--- src/rtl/lcg_pkg.sv ---
// Constants and types for the loop compensation gain configuration block.
// Assumes a single system clock; command codes arrive as byte values.
package lcg_pkg;

	// Command codes of the paged compensation registers
	localparam logic [7:0]  LCG_CMD_PROP  = 8'hdd;
	localparam logic [7:0]  LCG_CMD_INTEG = 8'hde;
	localparam logic [7:0]  LCG_CMD_DIFF  = 8'hdf;
	localparam logic [7:0]  LCG_CMD_CFB   = 8'he0;

	// Reset values
	localparam logic [31:0] LCG_RST_PROP  = 32'hd90907c4;
	localparam logic [31:0] LCG_RST_INTEG = 32'h000000a9;
	localparam logic [15:0] LCG_RST_DIFF  = 16'h0000;
	localparam logic [15:0] LCG_RST_CFB   = 16'h0560;

	// Writable bits of the derivative register, upper three read zero
	localparam logic [15:0] LCG_DIFF_WMASK = 16'h1fff;

	// Proportional register fields (LSB positions)
	localparam int LCG_P_COM_E = 0;
	localparam int LCG_P_COM_M = 4;
	localparam int LCG_P_FIR   = 8;
	localparam int LCG_P_O1_E  = 9;
	localparam int LCG_P_O1_M  = 13;
	localparam int LCG_P_O2_E  = 17;
	localparam int LCG_P_O2_M  = 21;
	localparam int LCG_P_O8_E  = 25;
	localparam int LCG_P_O8_M  = 28;

	// Integral register fields
	localparam int LCG_I_BASE = 0;
	localparam int LCG_I_MAX  = 4;
	localparam int LCG_I_DCM  = 8;
	localparam int LCG_I_DLY  = 12;

	// Derivative register fields
	localparam int LCG_D_EXP  = 0;
	localparam int LCG_D_MANT = 2;
	localparam int LCG_D_O1_E = 6;
	localparam int LCG_D_O1_M = 8;
	localparam int LCG_D_FIR  = 12;

	// Current feedback register fields
	localparam int LCG_C_GAIN = 0;
	localparam int LCG_C_HPF  = 8;

	// Bias of the proportional exponent and phase thresholds
	localparam logic signed [3:0] LCG_P_EXP_BIAS = 4'sd3;
	localparam int LCG_MANY_PHASES = 8;

	// Integral step unit: 16 loop clock periods
	localparam int LCG_LOOP_CLOCK_PERIOD_NS = 100;
	localparam int LCG_CLK_PERIOD_NS        = 100;
	localparam int LCG_UNIT_PERIODS         = 16;
	localparam int LCG_STEP_CLKS = LCG_UNIT_PERIODS *
		(LCG_LOOP_CLOCK_PERIOD_NS / LCG_CLK_PERIOD_NS);

	// Mantissa / exponent pair of one gain
	typedef struct packed {
		logic [3:0] mant;
		logic [2:0] expo;
	} lcg_gain_t;

	// One register access from the management bus engine
	typedef struct packed {
		logic        wr;
		logic        rd;
		logic [7:0]  cmd;
		logic [7:0]  page;
		logic [31:0] wdata;
	} lcg_req_t;

	// Integral gain stepper states
	typedef enum logic [1:0] {
		LCG_I_RUN    = 2'b00,
		LCG_I_STEP   = 2'b01,
		LCG_I_SETTLE = 2'b10
	} lcg_istate_t;

	// True for the four compensation command codes
	function automatic logic lcg_mapped(input logic [7:0] cmd);
		return (cmd == LCG_CMD_PROP) || (cmd == LCG_CMD_INTEG) ||
			(cmd == LCG_CMD_DIFF) || (cmd == LCG_CMD_CFB);
	endfunction

endpackage

--- src/rtl/lcg_gain_pick.sv ---
// Chooses the active gain pair from the common pair and phase overrides.
// Purely combinational; the caller registers the result.
`timescale 1ns/100ps
module lcg_gain_pick
	import lcg_pkg::*;
#(
	parameter int PHW = 5
) (
	input  wire logic [PHW-1:0] phases,
	input  wire lcg_gain_t      com,
	input  wire lcg_gain_t      ovr1,
	input  wire lcg_gain_t      ovr2,
	input  wire lcg_gain_t      ovr8,
	output lcg_gain_t           sel
);

	// An override is live unless both its fields are zero
	function automatic logic live(input lcg_gain_t g);
		return (g.mant != 4'h0) || (g.expo != 3'h0);
	endfunction

	////////////////////////////////////////////////////////////////////
	// Selection by active phase count
	always_comb begin
		sel = com;
		if (phases == PHW'(1) && live(ovr1)) begin
			sel = ovr1;
		end else if (phases == PHW'(2) && live(ovr2)) begin
			sel = ovr2;
		end else if (phases > PHW'(LCG_MANY_PHASES) && live(ovr8)) begin
			sel = ovr8;
		end
	end

endmodule

--- src/rtl/lcg_integ_step.sv ---
// Integral gain shift of one rail, stepped toward the DCM value.
// Assumes dcm and moving are synchronous to clk_sys.
`timescale 1ns/100ps
module lcg_integ_step
	import lcg_pkg::*;
(
	input  wire logic       clk_sys,
	input  wire logic       rst_n,
	input  wire logic [15:0] cfg,
	input  wire logic       dcm,
	input  wire logic       moving,
	output logic [3:0]      shift_reg,
	output logic            settled
);

	lcg_istate_t state_reg;
	lcg_istate_t state_next;
	logic [7:0]  wait_reg;
	logic [3:0]  dcm_sh;
	logic [7:0]  wait_len;
	logic        step_due;

	// Step wait is the delay field in units of 16 loop clocks
	assign dcm_sh   = cfg[LCG_I_DCM +: 4];
	assign wait_len = 8'(cfg[LCG_I_DLY +: 4] * LCG_STEP_CLKS);
	assign step_due = (wait_reg + 8'h01 >= wait_len);
	assign settled  = (state_reg == LCG_I_SETTLE);

	////////////////////////////////////////////////////////////////////
	// State choice
	always_comb begin
		state_next = state_reg;
		unique case (state_reg)
			LCG_I_RUN: begin
				if (dcm) begin
					state_next = LCG_I_STEP;
				end
			end
			LCG_I_STEP: begin
				if (!dcm) begin
					state_next = LCG_I_RUN;
				end else if (shift_reg == dcm_sh) begin
					state_next = LCG_I_SETTLE;
				end
			end
			LCG_I_SETTLE: begin
				if (!dcm) begin
					state_next = LCG_I_RUN;
				end else if (shift_reg != dcm_sh) begin
					state_next = LCG_I_STEP;
				end
			end
			default: state_next = LCG_I_RUN;
		endcase
	end

	// State register
	always_ff @(posedge clk_sys or negedge rst_n) begin
		if (!rst_n) begin
			state_reg <= LCG_I_RUN;
		end else begin
			state_reg <= state_next;
		end
	end

	// Step wait counter
	always_ff @(posedge clk_sys or negedge rst_n) begin
		if (!rst_n) begin
			wait_reg <= 8'h00;
		end else if (state_reg != LCG_I_STEP || step_due) begin
			wait_reg <= 8'h00;
		end else begin
			wait_reg <= wait_reg + 8'h01;
		end
	end

	// Gain shift: base or max in CCM, one step at a time in DCM
	always_ff @(posedge clk_sys or negedge rst_n) begin
		if (!rst_n) begin
			shift_reg <= LCG_RST_INTEG[LCG_I_BASE +: 4];
		end else if (state_reg == LCG_I_RUN) begin
			shift_reg <= moving ? cfg[LCG_I_MAX +: 4]
				: cfg[LCG_I_BASE +: 4];
		end else if (state_reg == LCG_I_STEP && step_due) begin
			if (shift_reg < dcm_sh) begin
				shift_reg <= shift_reg + 4'h1;
			end else if (shift_reg > dcm_sh) begin
				shift_reg <= shift_reg - 4'h1;
			end
		end
	end

	// A DCM step moves the shift by exactly one
	chk_i_step_one: assert property (@(posedge clk_sys) disable iff (!rst_n)
		($past(state_reg) == LCG_I_STEP && $changed(shift_reg))
		|-> (shift_reg == $past(shift_reg) + 4'h1 ||
			shift_reg == $past(shift_reg) - 4'h1))
		else $error("integral shift moved more than one step");

	// Once settled with a steady target, the shift holds it
	chk_i_settle_hold: assert property (@(posedge clk_sys)
		disable iff (!rst_n)
		(settled && dcm && $stable(cfg)) |=>
		(shift_reg == $past(dcm_sh)))
		else $error("settled integral shift left the DCM value");

endmodule

--- src/rtl/lcg_comp_cfg.sv ---
// Paged compensation gain registers and the gain selection they drive.
// Assumes the bus engine gives one access per request, page included.
// What this block does
// - Common P mantissa is bits 7:4 over eight
// - P exponent 2^(field-3); all-zero gives zero
// - One phase uses P override 16:13, 11:9
// - Two phases use P override 24:21, 19:17
// - Over eight phases use override 31:28, 27:25
// - Integral base 3:0, max 7:4, 2^(-s-1)
// - DCM steps gain per 16-clock units
// - Long DCM settles gain at bits 11:8
// - D mantissa is bits 5:2 over eight
// - D exponent shift plus one plus P
// - One phase uses D override 11:8, 7:6
// - D filter length from bit 12
// - Bits 15:8 set current high-pass coefficient
// - Bits 7:0 set low-droop feedback gain
`timescale 1ns/100ps
module lcg_comp_cfg
	import lcg_pkg::*;
#(
	parameter int NUM_RAILS = 2,
	parameter int PHW       = 5,
	parameter int RW        = (NUM_RAILS > 1) ? $clog2(NUM_RAILS) : 1
) (
	input  wire logic                 clk_sys,
	input  wire logic                 rst_n,
	input  wire lcg_req_t             req,
	output logic [31:0]               reg_rdata,
	output logic                      reg_rvalid,
	output logic                      reg_err,
	input  wire logic [RW-1:0]        loop_rail,
	input  wire logic [PHW-1:0]       phase_cnt,
	input  wire logic [NUM_RAILS-1:0] dcm_mode,
	input  wire logic [NUM_RAILS-1:0] integ_moving,
	output logic [3:0]                p_mant,
	output logic signed [3:0]         p_exp,
	output logic                      p_zero,
	output logic                      p_fir,
	output logic [3:0]                d_mant,
	output logic [3:0]                d_exp,
	output logic                      d_fir,
	output logic [3:0]                i_shift,
	output logic                      i_settled,
	output logic [7:0]                cfb_hpf,
	output logic [7:0]                cfb_gain
);

	logic [31:0] prop_mem  [NUM_RAILS];
	logic [31:0] integ_mem [NUM_RAILS];
	logic [15:0] diff_mem  [NUM_RAILS];
	logic [15:0] cfb_mem   [NUM_RAILS];
	logic [3:0]  ishift_w  [NUM_RAILS];
	logic [NUM_RAILS-1:0] isettle_w;

	logic        page_ok;
	logic [RW-1:0] pg;
	logic        wr_hit;
	logic [31:0] prop_sel;
	logic [15:0] diff_sel;
	lcg_gain_t   p_com;
	lcg_gain_t   p_o1;
	lcg_gain_t   p_o2;
	lcg_gain_t   p_o8;
	lcg_gain_t   p_pick;
	lcg_gain_t   d_com;
	lcg_gain_t   d_o1;
	lcg_gain_t   d_pick;
	lcg_gain_t   none;
	logic [3:0]  d_exp_next;
	logic signed [3:0] p_exp_next;

	////////////////////////////////////////////////////////////////////
	// Access decode: page must name an existing rail
	assign page_ok = (req.page < 8'(NUM_RAILS));
	assign pg      = req.page[RW-1:0];
	assign wr_hit  = req.wr && page_ok && lcg_mapped(req.cmd);

	// Paged register storage, one copy per rail
	always_ff @(posedge clk_sys or negedge rst_n) begin
		if (!rst_n) begin
			for (int r = 0; r < NUM_RAILS; r++) begin
				prop_mem[r]  <= LCG_RST_PROP;
				integ_mem[r] <= LCG_RST_INTEG;
				diff_mem[r]  <= LCG_RST_DIFF;
				cfb_mem[r]   <= LCG_RST_CFB;
			end
		end else if (wr_hit) begin
			unique case (req.cmd)
				LCG_CMD_PROP: begin
					prop_mem[pg] <= req.wdata;
				end
				LCG_CMD_INTEG: begin
					integ_mem[pg] <= req.wdata;
				end
				LCG_CMD_DIFF: begin
					diff_mem[pg] <= req.wdata[15:0] & LCG_DIFF_WMASK;
				end
				LCG_CMD_CFB: begin
					cfb_mem[pg] <= req.wdata[15:0];
				end
				default: begin
				end
			endcase
		end
	end

	// Read data, one cycle after the request
	always_ff @(posedge clk_sys or negedge rst_n) begin
		if (!rst_n) begin
			reg_rdata <= 32'h00000000;
		end else if (req.rd && page_ok) begin
			unique case (req.cmd)
				LCG_CMD_PROP:  reg_rdata <= prop_mem[pg];
				LCG_CMD_INTEG: reg_rdata <= integ_mem[pg];
				LCG_CMD_DIFF:  reg_rdata <= {16'h0000, diff_mem[pg]};
				LCG_CMD_CFB:   reg_rdata <= {16'h0000, cfb_mem[pg]};
				default:       reg_rdata <= 32'h00000000;
			endcase
		end else if (req.rd) begin
			reg_rdata <= 32'h00000000;
		end
	end

	// Read strobe and error flag, both one-cycle pulses
	always_ff @(posedge clk_sys or negedge rst_n) begin
		if (!rst_n) begin
			reg_rvalid <= 1'b0;
			reg_err    <= 1'b0;
		end else begin
			reg_rvalid <= req.rd;
			reg_err    <= (req.rd || req.wr) &&
				!(page_ok && lcg_mapped(req.cmd));
		end
	end

	////////////////////////////////////////////////////////////////////
	// Field extraction for the rail that the loop serves
	assign prop_sel = prop_mem[loop_rail];
	assign diff_sel = diff_mem[loop_rail];
	assign none     = '0;

	assign p_com = '{mant: prop_sel[LCG_P_COM_M +: 4],
		expo: prop_sel[LCG_P_COM_E +: 3]};
	assign p_o1 = '{mant: prop_sel[LCG_P_O1_M +: 4],
		expo: prop_sel[LCG_P_O1_E +: 3]};
	assign p_o2 = '{mant: prop_sel[LCG_P_O2_M +: 4],
		expo: prop_sel[LCG_P_O2_E +: 3]};
	assign p_o8 = '{mant: prop_sel[LCG_P_O8_M +: 4],
		expo: prop_sel[LCG_P_O8_E +: 3]};
	assign d_com = '{mant: diff_sel[LCG_D_MANT +: 4],
		expo: {1'b0, diff_sel[LCG_D_EXP +: 2]}};
	assign d_o1 = '{mant: diff_sel[LCG_D_O1_M +: 4],
		expo: {1'b0, diff_sel[LCG_D_O1_E +: 2]}};

	// Proportional gain selection by phase count
	lcg_gain_pick #(
		.PHW (PHW)
	) u_p_pick (
		.phases (phase_cnt),
		.com    (p_com),
		.ovr1   (p_o1),
		.ovr2   (p_o2),
		.ovr8   (p_o8),
		.sel    (p_pick)
	);

	// Derivative gain selection, single-phase override only
	lcg_gain_pick #(
		.PHW (PHW)
	) u_d_pick (
		.phases (phase_cnt),
		.com    (d_com),
		.ovr1   (d_o1),
		.ovr2   (none),
		.ovr8   (none),
		.sel    (d_pick)
	);

	// Exponents: P is biased by three, D adds one and the P shift
	assign p_exp_next = $signed({1'b0, p_pick.expo}) - LCG_P_EXP_BIAS;
	assign d_exp_next = 4'(d_pick.expo) + 4'h1 + 4'(p_pick.expo);

	// Registered gain outputs
	always_ff @(posedge clk_sys or negedge rst_n) begin
		if (!rst_n) begin
			p_mant <= 4'h0;
			p_exp  <= 4'sh0;
			p_zero <= 1'b1;
			d_mant <= 4'h0;
			d_exp  <= 4'h0;
		end else begin
			p_mant <= p_pick.mant;
			p_exp  <= p_exp_next;
			p_zero <= (p_pick.mant == 4'h0);
			d_mant <= d_pick.mant;
			d_exp  <= d_exp_next;
		end
	end

	// Filter lengths and current feedback settings
	always_ff @(posedge clk_sys or negedge rst_n) begin
		if (!rst_n) begin
			p_fir    <= 1'b0;
			d_fir    <= 1'b0;
			cfb_hpf  <= 8'h00;
			cfb_gain <= 8'h00;
		end else begin
			p_fir    <= prop_sel[LCG_P_FIR];
			d_fir    <= diff_sel[LCG_D_FIR];
			cfb_hpf  <= cfb_mem[loop_rail][LCG_C_HPF +: 8];
			cfb_gain <= cfb_mem[loop_rail][LCG_C_GAIN +: 8];
		end
	end

	////////////////////////////////////////////////////////////////////
	// Integral gain stepper, one per rail
	genvar gr;
	generate
		for (gr = 0; gr < NUM_RAILS; gr++) begin : g_integ
			lcg_integ_step u_step (
				.clk_sys   (clk_sys),
				.rst_n     (rst_n),
				.cfg       (integ_mem[gr][15:0]),
				.dcm       (dcm_mode[gr]),
				.moving    (integ_moving[gr]),
				.shift_reg (ishift_w[gr]),
				.settled   (isettle_w[gr])
			);
		end
	endgenerate

	// Integral outputs of the served rail
	always_ff @(posedge clk_sys or negedge rst_n) begin
		if (!rst_n) begin
			i_shift   <= 4'h0;
			i_settled <= 1'b0;
		end else begin
			i_shift   <= ishift_w[loop_rail];
			i_settled <= isettle_w[loop_rail];
		end
	end

	////////////////////////////////////////////////////////////////////
	// Checks

	// A read is answered in the next cycle
	chk_rd_answer: assert property (@(posedge clk_sys) disable iff (!rst_n)
		req.rd |=> reg_rvalid ##1 !reg_rvalid || $past(req.rd))
		else $error("read strobe missing after request");

	// Write then read of the same page returns the data
	chk_page_copy: assert property (@(posedge clk_sys) disable iff (!rst_n)
		(req.wr && req.cmd == LCG_CMD_CFB && page_ok) ##1 !req.wr ##1
		(req.rd && req.cmd == LCG_CMD_CFB && req.page == $past(req.page, 2)
		&& !req.wr)
		|=> reg_rdata[15:0] == $past(req.wdata[15:0], 3))
		else $error("paged register readback mismatch");

	// Common P mantissa at three active phases
	chk_p_common: assert property (@(posedge clk_sys) disable iff (!rst_n)
		(rst_n && phase_cnt == PHW'(3)) |=>
		p_mant == $past(prop_sel[7:4]))
		else $error("common proportional mantissa not used");

	// P exponent is the field less three
	chk_p_bias: assert property (@(posedge clk_sys) disable iff (!rst_n)
		(rst_n && phase_cnt == PHW'(3)) |=>
		p_exp == $signed({1'b0, $past(prop_sel[2:0])}) - 4'sd3)
		else $error("proportional exponent bias wrong");

	// Single-phase override taken when live
	chk_p_one: assert property (@(posedge clk_sys) disable iff (!rst_n)
		(phase_cnt == PHW'(1) && prop_sel[16:13] != 4'h0) |=>
		p_mant == $past(prop_sel[16:13]))
		else $error("one-phase proportional override ignored");

	// Two-phase override, or fallback when both fields are zero
	chk_p_two: assert property (@(posedge clk_sys) disable iff (!rst_n)
		(phase_cnt == PHW'(2)) |=> p_mant == ($past(prop_sel[24:17]
		& 8'hf7) != 8'h00 ? $past(prop_sel[24:21])
		: $past(prop_sel[7:4])))
		else $error("two-phase proportional selection wrong");

	// Many-phase override
	chk_p_many: assert property (@(posedge clk_sys) disable iff (!rst_n)
		(phase_cnt > PHW'(8) && prop_sel[31:28] != 4'h0) |=>
		p_mant == $past(prop_sel[31:28]))
		else $error("many-phase proportional override ignored");

	// D exponent sums its field, one and the P field
	chk_d_exp: assert property (@(posedge clk_sys) disable iff (!rst_n)
		(rst_n && phase_cnt == PHW'(3)) |=>
		d_exp == 4'($past(diff_sel[1:0]))
		+ 4'h1 + 4'($past(prop_sel[2:0])))
		else $error("derivative exponent sum wrong");

	// D mantissa and single-phase override
	chk_d_one: assert property (@(posedge clk_sys) disable iff (!rst_n)
		(phase_cnt == PHW'(1)) |=> d_mant == ($past(diff_sel[11:6])
		!= 6'h00 ? $past(diff_sel[11:8])
		: $past(diff_sel[5:2])))
		else $error("derivative mantissa selection wrong");

	// Current feedback fields follow the served rail
	chk_cfb_fields: assert property (@(posedge clk_sys)
		disable iff (!rst_n)
		rst_n |=> {cfb_hpf, cfb_gain} == $past(cfb_mem[loop_rail])
		&& d_fir == $past(diff_sel[12]))
		else $error("feedback coefficients or filter bit wrong");

	// A write to a missing rail is refused with an error pulse
	chk_refused_err: assert property (
		@(posedge clk_sys) disable iff (!rst_n)
		(req.wr && !page_ok) |=> reg_err)
		else $error("refused write raised no error");

	// A refused write leaves the rail 0 P and CFB copies alone
	chk_refused_keep: assert property (
		@(posedge clk_sys) disable iff (!rst_n)
		(req.wr && !page_ok) |=>
		$stable(cfb_mem[0]) && $stable(prop_mem[0]))
		else $error("refused write changed a register");

	// Reserved derivative bits read back as zero
	chk_diff_upper_zero: assert property (
		@(posedge clk_sys) disable iff (!rst_n)
		(req.rd && req.cmd == LCG_CMD_DIFF && page_ok) |=>
		reg_rdata[31:13] == 19'h00000)
		else $error("reserved derivative bits not zero");

	// A zero common mantissa gives a zero P gain
	chk_p_zero_gain: assert property (
		@(posedge clk_sys) disable iff (!rst_n)
		(rst_n && phase_cnt == PHW'(3) && prop_sel[7:4] == 4'h0)
		|=> p_zero)
		else $error("zero proportional gain not flagged");

	// Many phases with a dead override fall back to the common pair
	chk_p_many_fallback: assert property (
		@(posedge clk_sys) disable iff (!rst_n)
		(phase_cnt > PHW'(8) && prop_sel[31:25] == 7'h00) |=>
		p_mant == $past(prop_sel[7:4]))
		else $error("many-phase fallback to common gain missing");

	// A write alone never raises the read strobe
	chk_write_no_rvalid: assert property (
		@(posedge clk_sys) disable iff (!rst_n)
		(req.wr && !req.rd) |=> !reg_rvalid)
		else $error("read strobe after a write");

	// Integral outputs follow the rail that the loop serves
	chk_i_served_rail: assert property (
		@(posedge clk_sys) disable iff (!rst_n)
		rst_n |=> i_shift == $past(ishift_w[loop_rail])
		&& i_settled == $past(isettle_w[loop_rail]))
		else $error("integral outputs not from the served rail");

endmodule

--- config.mk ---
export PLATFORM = sky130hd
export DESIGN_NAME = lcg_comp_cfg
export DESIGN_NICKNAME = d
export VERILOG_FILES = /design/src/rtl/lcg_pkg.sv /design/src/rtl/lcg_gain_pick.sv /design/src/rtl/lcg_integ_step.sv /design/src/rtl/lcg_comp_cfg.sv
export SDC_FILE = /design/constraint.sdc
export NUM_CORES = 1
export LEC_CHECK = 0
export BUFFER_PORTS_ARGS = -buffer_cell sky130_fd_sc_hd__buf_2
export CORE_MARGIN = 10
export CORE_UTILIZATION = 25
export DETAILED_ROUTE_END_ITERATION = 8
export PLACE_DENSITY = 0.51
export SETUP_SLACK_MARGIN = 0.05
export SLEW_MARGIN = 20
export SYNTH_ARGS = -nofsm -noshare
export SYNTH_HDL_FRONTEND = slang
export SYNTH_SLANG_ARGS = --single-unit
--- constraint.sdc ---
create_clock -name clk_sys -period 5 [get_ports clk_sys]
set_input_delay 1.5 -clock clk_sys [delete_from_list [all_inputs] [get_ports clk_sys]]
set_output_delay 1.5 -clock clk_sys [all_outputs]
set_load 0.05 [all_outputs]
After elaboration in Yosys (flattened, before gate mapping)
Index checks and enable logic that the tools add are counted.
- reductions and logical operators: 47
- add/sub/neg operators: 9
- bitwise logic cells: 2
- multiplexer cells: 65
- magnitude comparators: 12
- eq/ne operators: 22
- operators by type and width (operator ; count):
    $mux W32 ; 12
    $mux W16 ; 10
    $bwmux W64 ; 2
    $pmux W32 S4 ; 1
    $bwmux W32 ; 2
    $mux W4 ; 13
    $mux W13 ; 3
    $demux W32 S1 ; 1
    $eq A8 B8 Y1 const B ; 4
    $mux W7 ; 4
    $mux W2 ; 10
    $reduce_bool A3 Y1 ; 6
    $add A8 B1 Y8 const B ; 2
    $demux W16 S1 ; 1
    $ge A8 B8 Y1 ; 2
    $mux W8 ; 2
    $reduce_bool A4 Y1 ; 4
    $logic_and A1 B1 Y1 ; 12
    $pmux W2 S3 ; 2
    $reduce_and A2 Y1 ; 6
    $logic_or A1 B1 Y1 ; 10
    $add A4 B1 Y4 const B ; 2
    $eq A4 B4 Y1 ; 2
    $gt A4 B4 Y1 ; 2
    other kinds (26) ; 42
- output and inout bits: 74
- register bits: 294
- bits of input ports: 62

Depth between registers and ports, before layout
- depth after elaboration: 11
- depth in mapped cells: 13
- mapped depth without buffers: 12

Hierarchy
Synthesis repeated with hierarchy kept, for this count alone.
- cells, all modules: 1119
- area, all modules: 14400.1 sq um
- by module, submodules not included (module ; cells an instance ; sequential area each (sq um) ; instances ; area each (sq um)):
    lcg_comp_cfg ; 827 ; 6560.0 ; 1 ; 11812.6
    lcg_integ_step ; 101 ; 352.8 ; 2 ; 998.5
    lcg_gain_pick ; 45 ; 0.0 ; 2 ; 295.3

Least setup slack after synthesis
OpenSTA, ideal clock, no wires.
- path type: input to register
- from: in loop_rail
- to: reg d_exp[2]
- slack: 1193 ps
- library setup time: 140 ps
- path buffers: 4
- data arrival time: 3667 ps
- stages on the path: 9
- cell sequence: buf_2 buf_2 buf_1 buf_2 mux2_2 nand2_1 o21ai_0 fa_1 xor2_1
- longest elaborated chain between the ends: 11
- ends and longest elaborated chain (element ; RTL line ; source):
    from (decl) ; lcg_comp_cfg.sv:32 ; input wire logic [RW-1:0] loop_rail,
    $not A1 Y2 (not written as such) * ; lcg_comp_cfg.sv:139, lcg_comp_cfg.sv:140 ;
    branches (longest 9 deep; another with $add A3 B1 Y4) ; n/a ;
    $add A4 B3 Y4 * ; lcg_comp_cfg.sv:182 ; assign d_exp_next = 4'(d_pick.expo) + 4'h1 + 4'(p_pick.expo);
    via d_exp_next[2] ; lcg_comp_cfg.sv:70 ; logic [3:0] d_exp_next;
    to (signal assigned) ; lcg_comp_cfg.sv:197 ; d_exp <= d_exp_next;
    to (decl) ; lcg_comp_cfg.sv:41 ; output logic [3:0] d_exp,
Mark *: on every way through the listed nets, which the timed path passes. The select of a mux whose other input is x is not followed.
A chain may end at the register's enable or synchronous reset.

Final worst setup path
- from: in loop_rail
- to: reg d_exp[1]
The elaborated chain is that of the path after synthesis.

==> results.toml <==
[run_status]
run_status = "finished, final reports clean"

[grt]
antenna_found_initial = 3
grt_overflow = 0
grt_max_degree = 84
grt_pass1_vias = 10153
grt_pass1_wl_mm = 64.69
grt_use_total_pct = 12.48

[sta]
hold_ws_ns = 0.4891
period_share_pct = 77.98
drv_slew = 0
hold_viol = 0
finalSetupViolations = 0
tightest_slew_ns = 0.8348
fin_crit_ns = 3.899
setup_tns_ns = 0
rsz0062_at_grt = "false"
slew_headroom_pct = 44.35
fmax_mhz = 256.5
clock_skew_ns = 0.01411

[route]
drt-initial-drc-count = 746
drt-wirelength-per-cell_um = 20.27
ant_nets = 0
post-route-drc-count = 0
dr.pass1.iters = 5
wl_mm = 41.91
viasPerCell = 4.695
vias = 9709

[floorplanning]
die_w_um = 257.5
core_area_um2 = 55520
initial_utilization_pct = 25.40
boundaryPins = 136
die_y_um = 257.5
rows = 86
die-area_um2 = 66310

[pwr]
power_uw = 5436
powerDensity_nw_per_um2 = 323.0
ir_drop_mv = 0.1840
p_leak_uw = 0.007882

[yosys]
ys_ff_latch = 288
synth_fp_nets = 1246
avgSynthCellArea_um2 = 12.22
async_flop_share_pct = 100.0
syn_area_um2 = 14100
synth_top_area_share_pct = 42.76
syn_inst = 1154
yosys.area.top_type = "dfrtp_1"
ys_types = 67
synthFlopType = "dfrtp_1"
synth_area_leaders = "dfrtp_1, mux2_2, dfstp_2"
ys_warn_count = 0
synth_edf_count = 0
synth-seq-area-share_pct = 51.52

[clock_network]
post_cts_resize_count = 0
numClockSinks = 288
path_clk_slew_ns = 0.05
cts_made_buffers = 35
insertion_delay_ns = 0.54
cts_setup_buffers = 0
cts_tree = "done"
root_buffer = "clkbuf_16"
cts.path.max_buffers = 3
h-tree-depth = 2
cts-hold-fix-buffers = 0

[worst_setup_path]
cp-start-kind = "input port"
path_max_fanout = 38
r2r_slack_ns = 1.79
r2r.worst_path.cells = 10
r2r-start = "prop_mem[13]$_DFFE_PN0P_"
r2r_end = "d_exp[1]$_DFF_PN0_"
cp.arrival_ns = 4.30
cp-end-kind = "flop"
crit_type = "in2reg"
worstPathRequired_ns = 5.40

[finish]
layout-drive-gt1-share_pct = 36.21
fillers = 5753
area_growth_pct = 19.32
layout_commonest_cell = "dfrtp_1"
nets = 1387
biggestRegsByFlops = "integ_mem (64), prop_mem (64)"
stdcell_area_um2 = 16830
layout_common_cells = "dfrtp_1, mux2_2, buf_2"
finalNonFillerCells = 2068
num_antenna_cells = 0

[run]
cap_violations = 0

[hold_path]
hold_class = "reg2reg"
whs_path_depth = 1
hold_end = "integ_mem[60]$_DFFE_PN0P_"
hold_start = "integ_mem[60]$_DFFE_PN0P_"

[placed_design]
hpwlAfterDp_mm = 29.85
portBuffers = 135
dp_cells = 2006
place_area_um2 = 15690
place_congestion = 0.8625
[synthesized netlist by cell type (all sizes together), types with 23 or more instances]
library cell / number
o22ai: 63
o21ai: 40
mux2i: 100
dfstp: 47
nand3: 29
clkbuf: 23
nand2: 43
nor2: 51
ha: 27
mux2: 212
buf: 35
dfrtp: 241
inv: 57
[metal layers]
metal / wire, µm / part of all wire (%) / vias up / global-route usage, %
li1: - / - / 4473 / -
met1: 19870 / 47 / 4965 / 17.06
met2: 19380 / 46 / 216 / 19.71
met3: 1901 / 4.5 / 53 / 2.437
met4: 750 / 1.8 / 2 / 3.512
met5: 7 / 0.017 / - / 0
[stage by stage]
stage	worst slack, ns	util [%]
after detailed placement	0.6376	28.26
after global placement	0.7221	28.26
after CTS	1.203	30.31
final	1.101	30.31
after floorplan	1.193	-
after global routing	0.8966	30.31
[final cells by class]
class	count	area, µm²	area share [%]
Clock buffer	55	1074	6.379
Clock inverter	7	66.31	0.3941
Inverter	58	217.7	1.294
Multi-Input combinational cell	750	6339	37.67
Sequential cell	288	7266	43.17
Tap cell	748	935.9	5.561
Timing Repair Buffer	162	930.9	5.532
[cell families after synthesis]
group	count (synthesis)	synth area share, %
muxes	319	25.14
AOI/OAI and AO/OA	174	7.887
buffers and inverters	116	3.540
DFF	288	51.52
xor gates and xnor gates	22	1.366
and+or+nand+nor	205	7.727
adders and majority gates	30	2.821
[critical path, cell delays in order]
cell and delay (ns):
buf_4 0.37, mux2i_1 0.57, o21ai_0 0.33, a22oi_1 0.24, o21ai_0 0.13, a21oi_1 0.32
inv_1 0.11, ha_1 0.21, inv_1 0.09, fa_1 0.41
[worst max path at each step]
| stage | from | endpoint | depth (start not counted) |
|---|---|---|---|
| 3_5_place_dp | loop_rail | d_exp[1]$_DFF_PN0_ | 10 |
| 5_1_grt | loop_rail | d_exp[1]$_DFF_PN0_ | 10 |
| 6_report | loop_rail | d_exp[1]$_DFF_PN0_ | 10 |
| 4_1_cts | loop_rail | d_exp[1]$_DFF_PN0_ | 10 |
| 3_3_place_gp | loop_rail | d_exp[2]$_DFF_PN0_ | 11 |
| 2_1_floorplan | loop_rail | d_exp[2]$_DFF_PN0_ | 9 |
[report_power, final]
group          internal, µW  switching (µW)
registers              2370            35.9
clock network          1520            1010
logic                   178             316
total                  4080            1360
(Power assumes the default switching activity.)
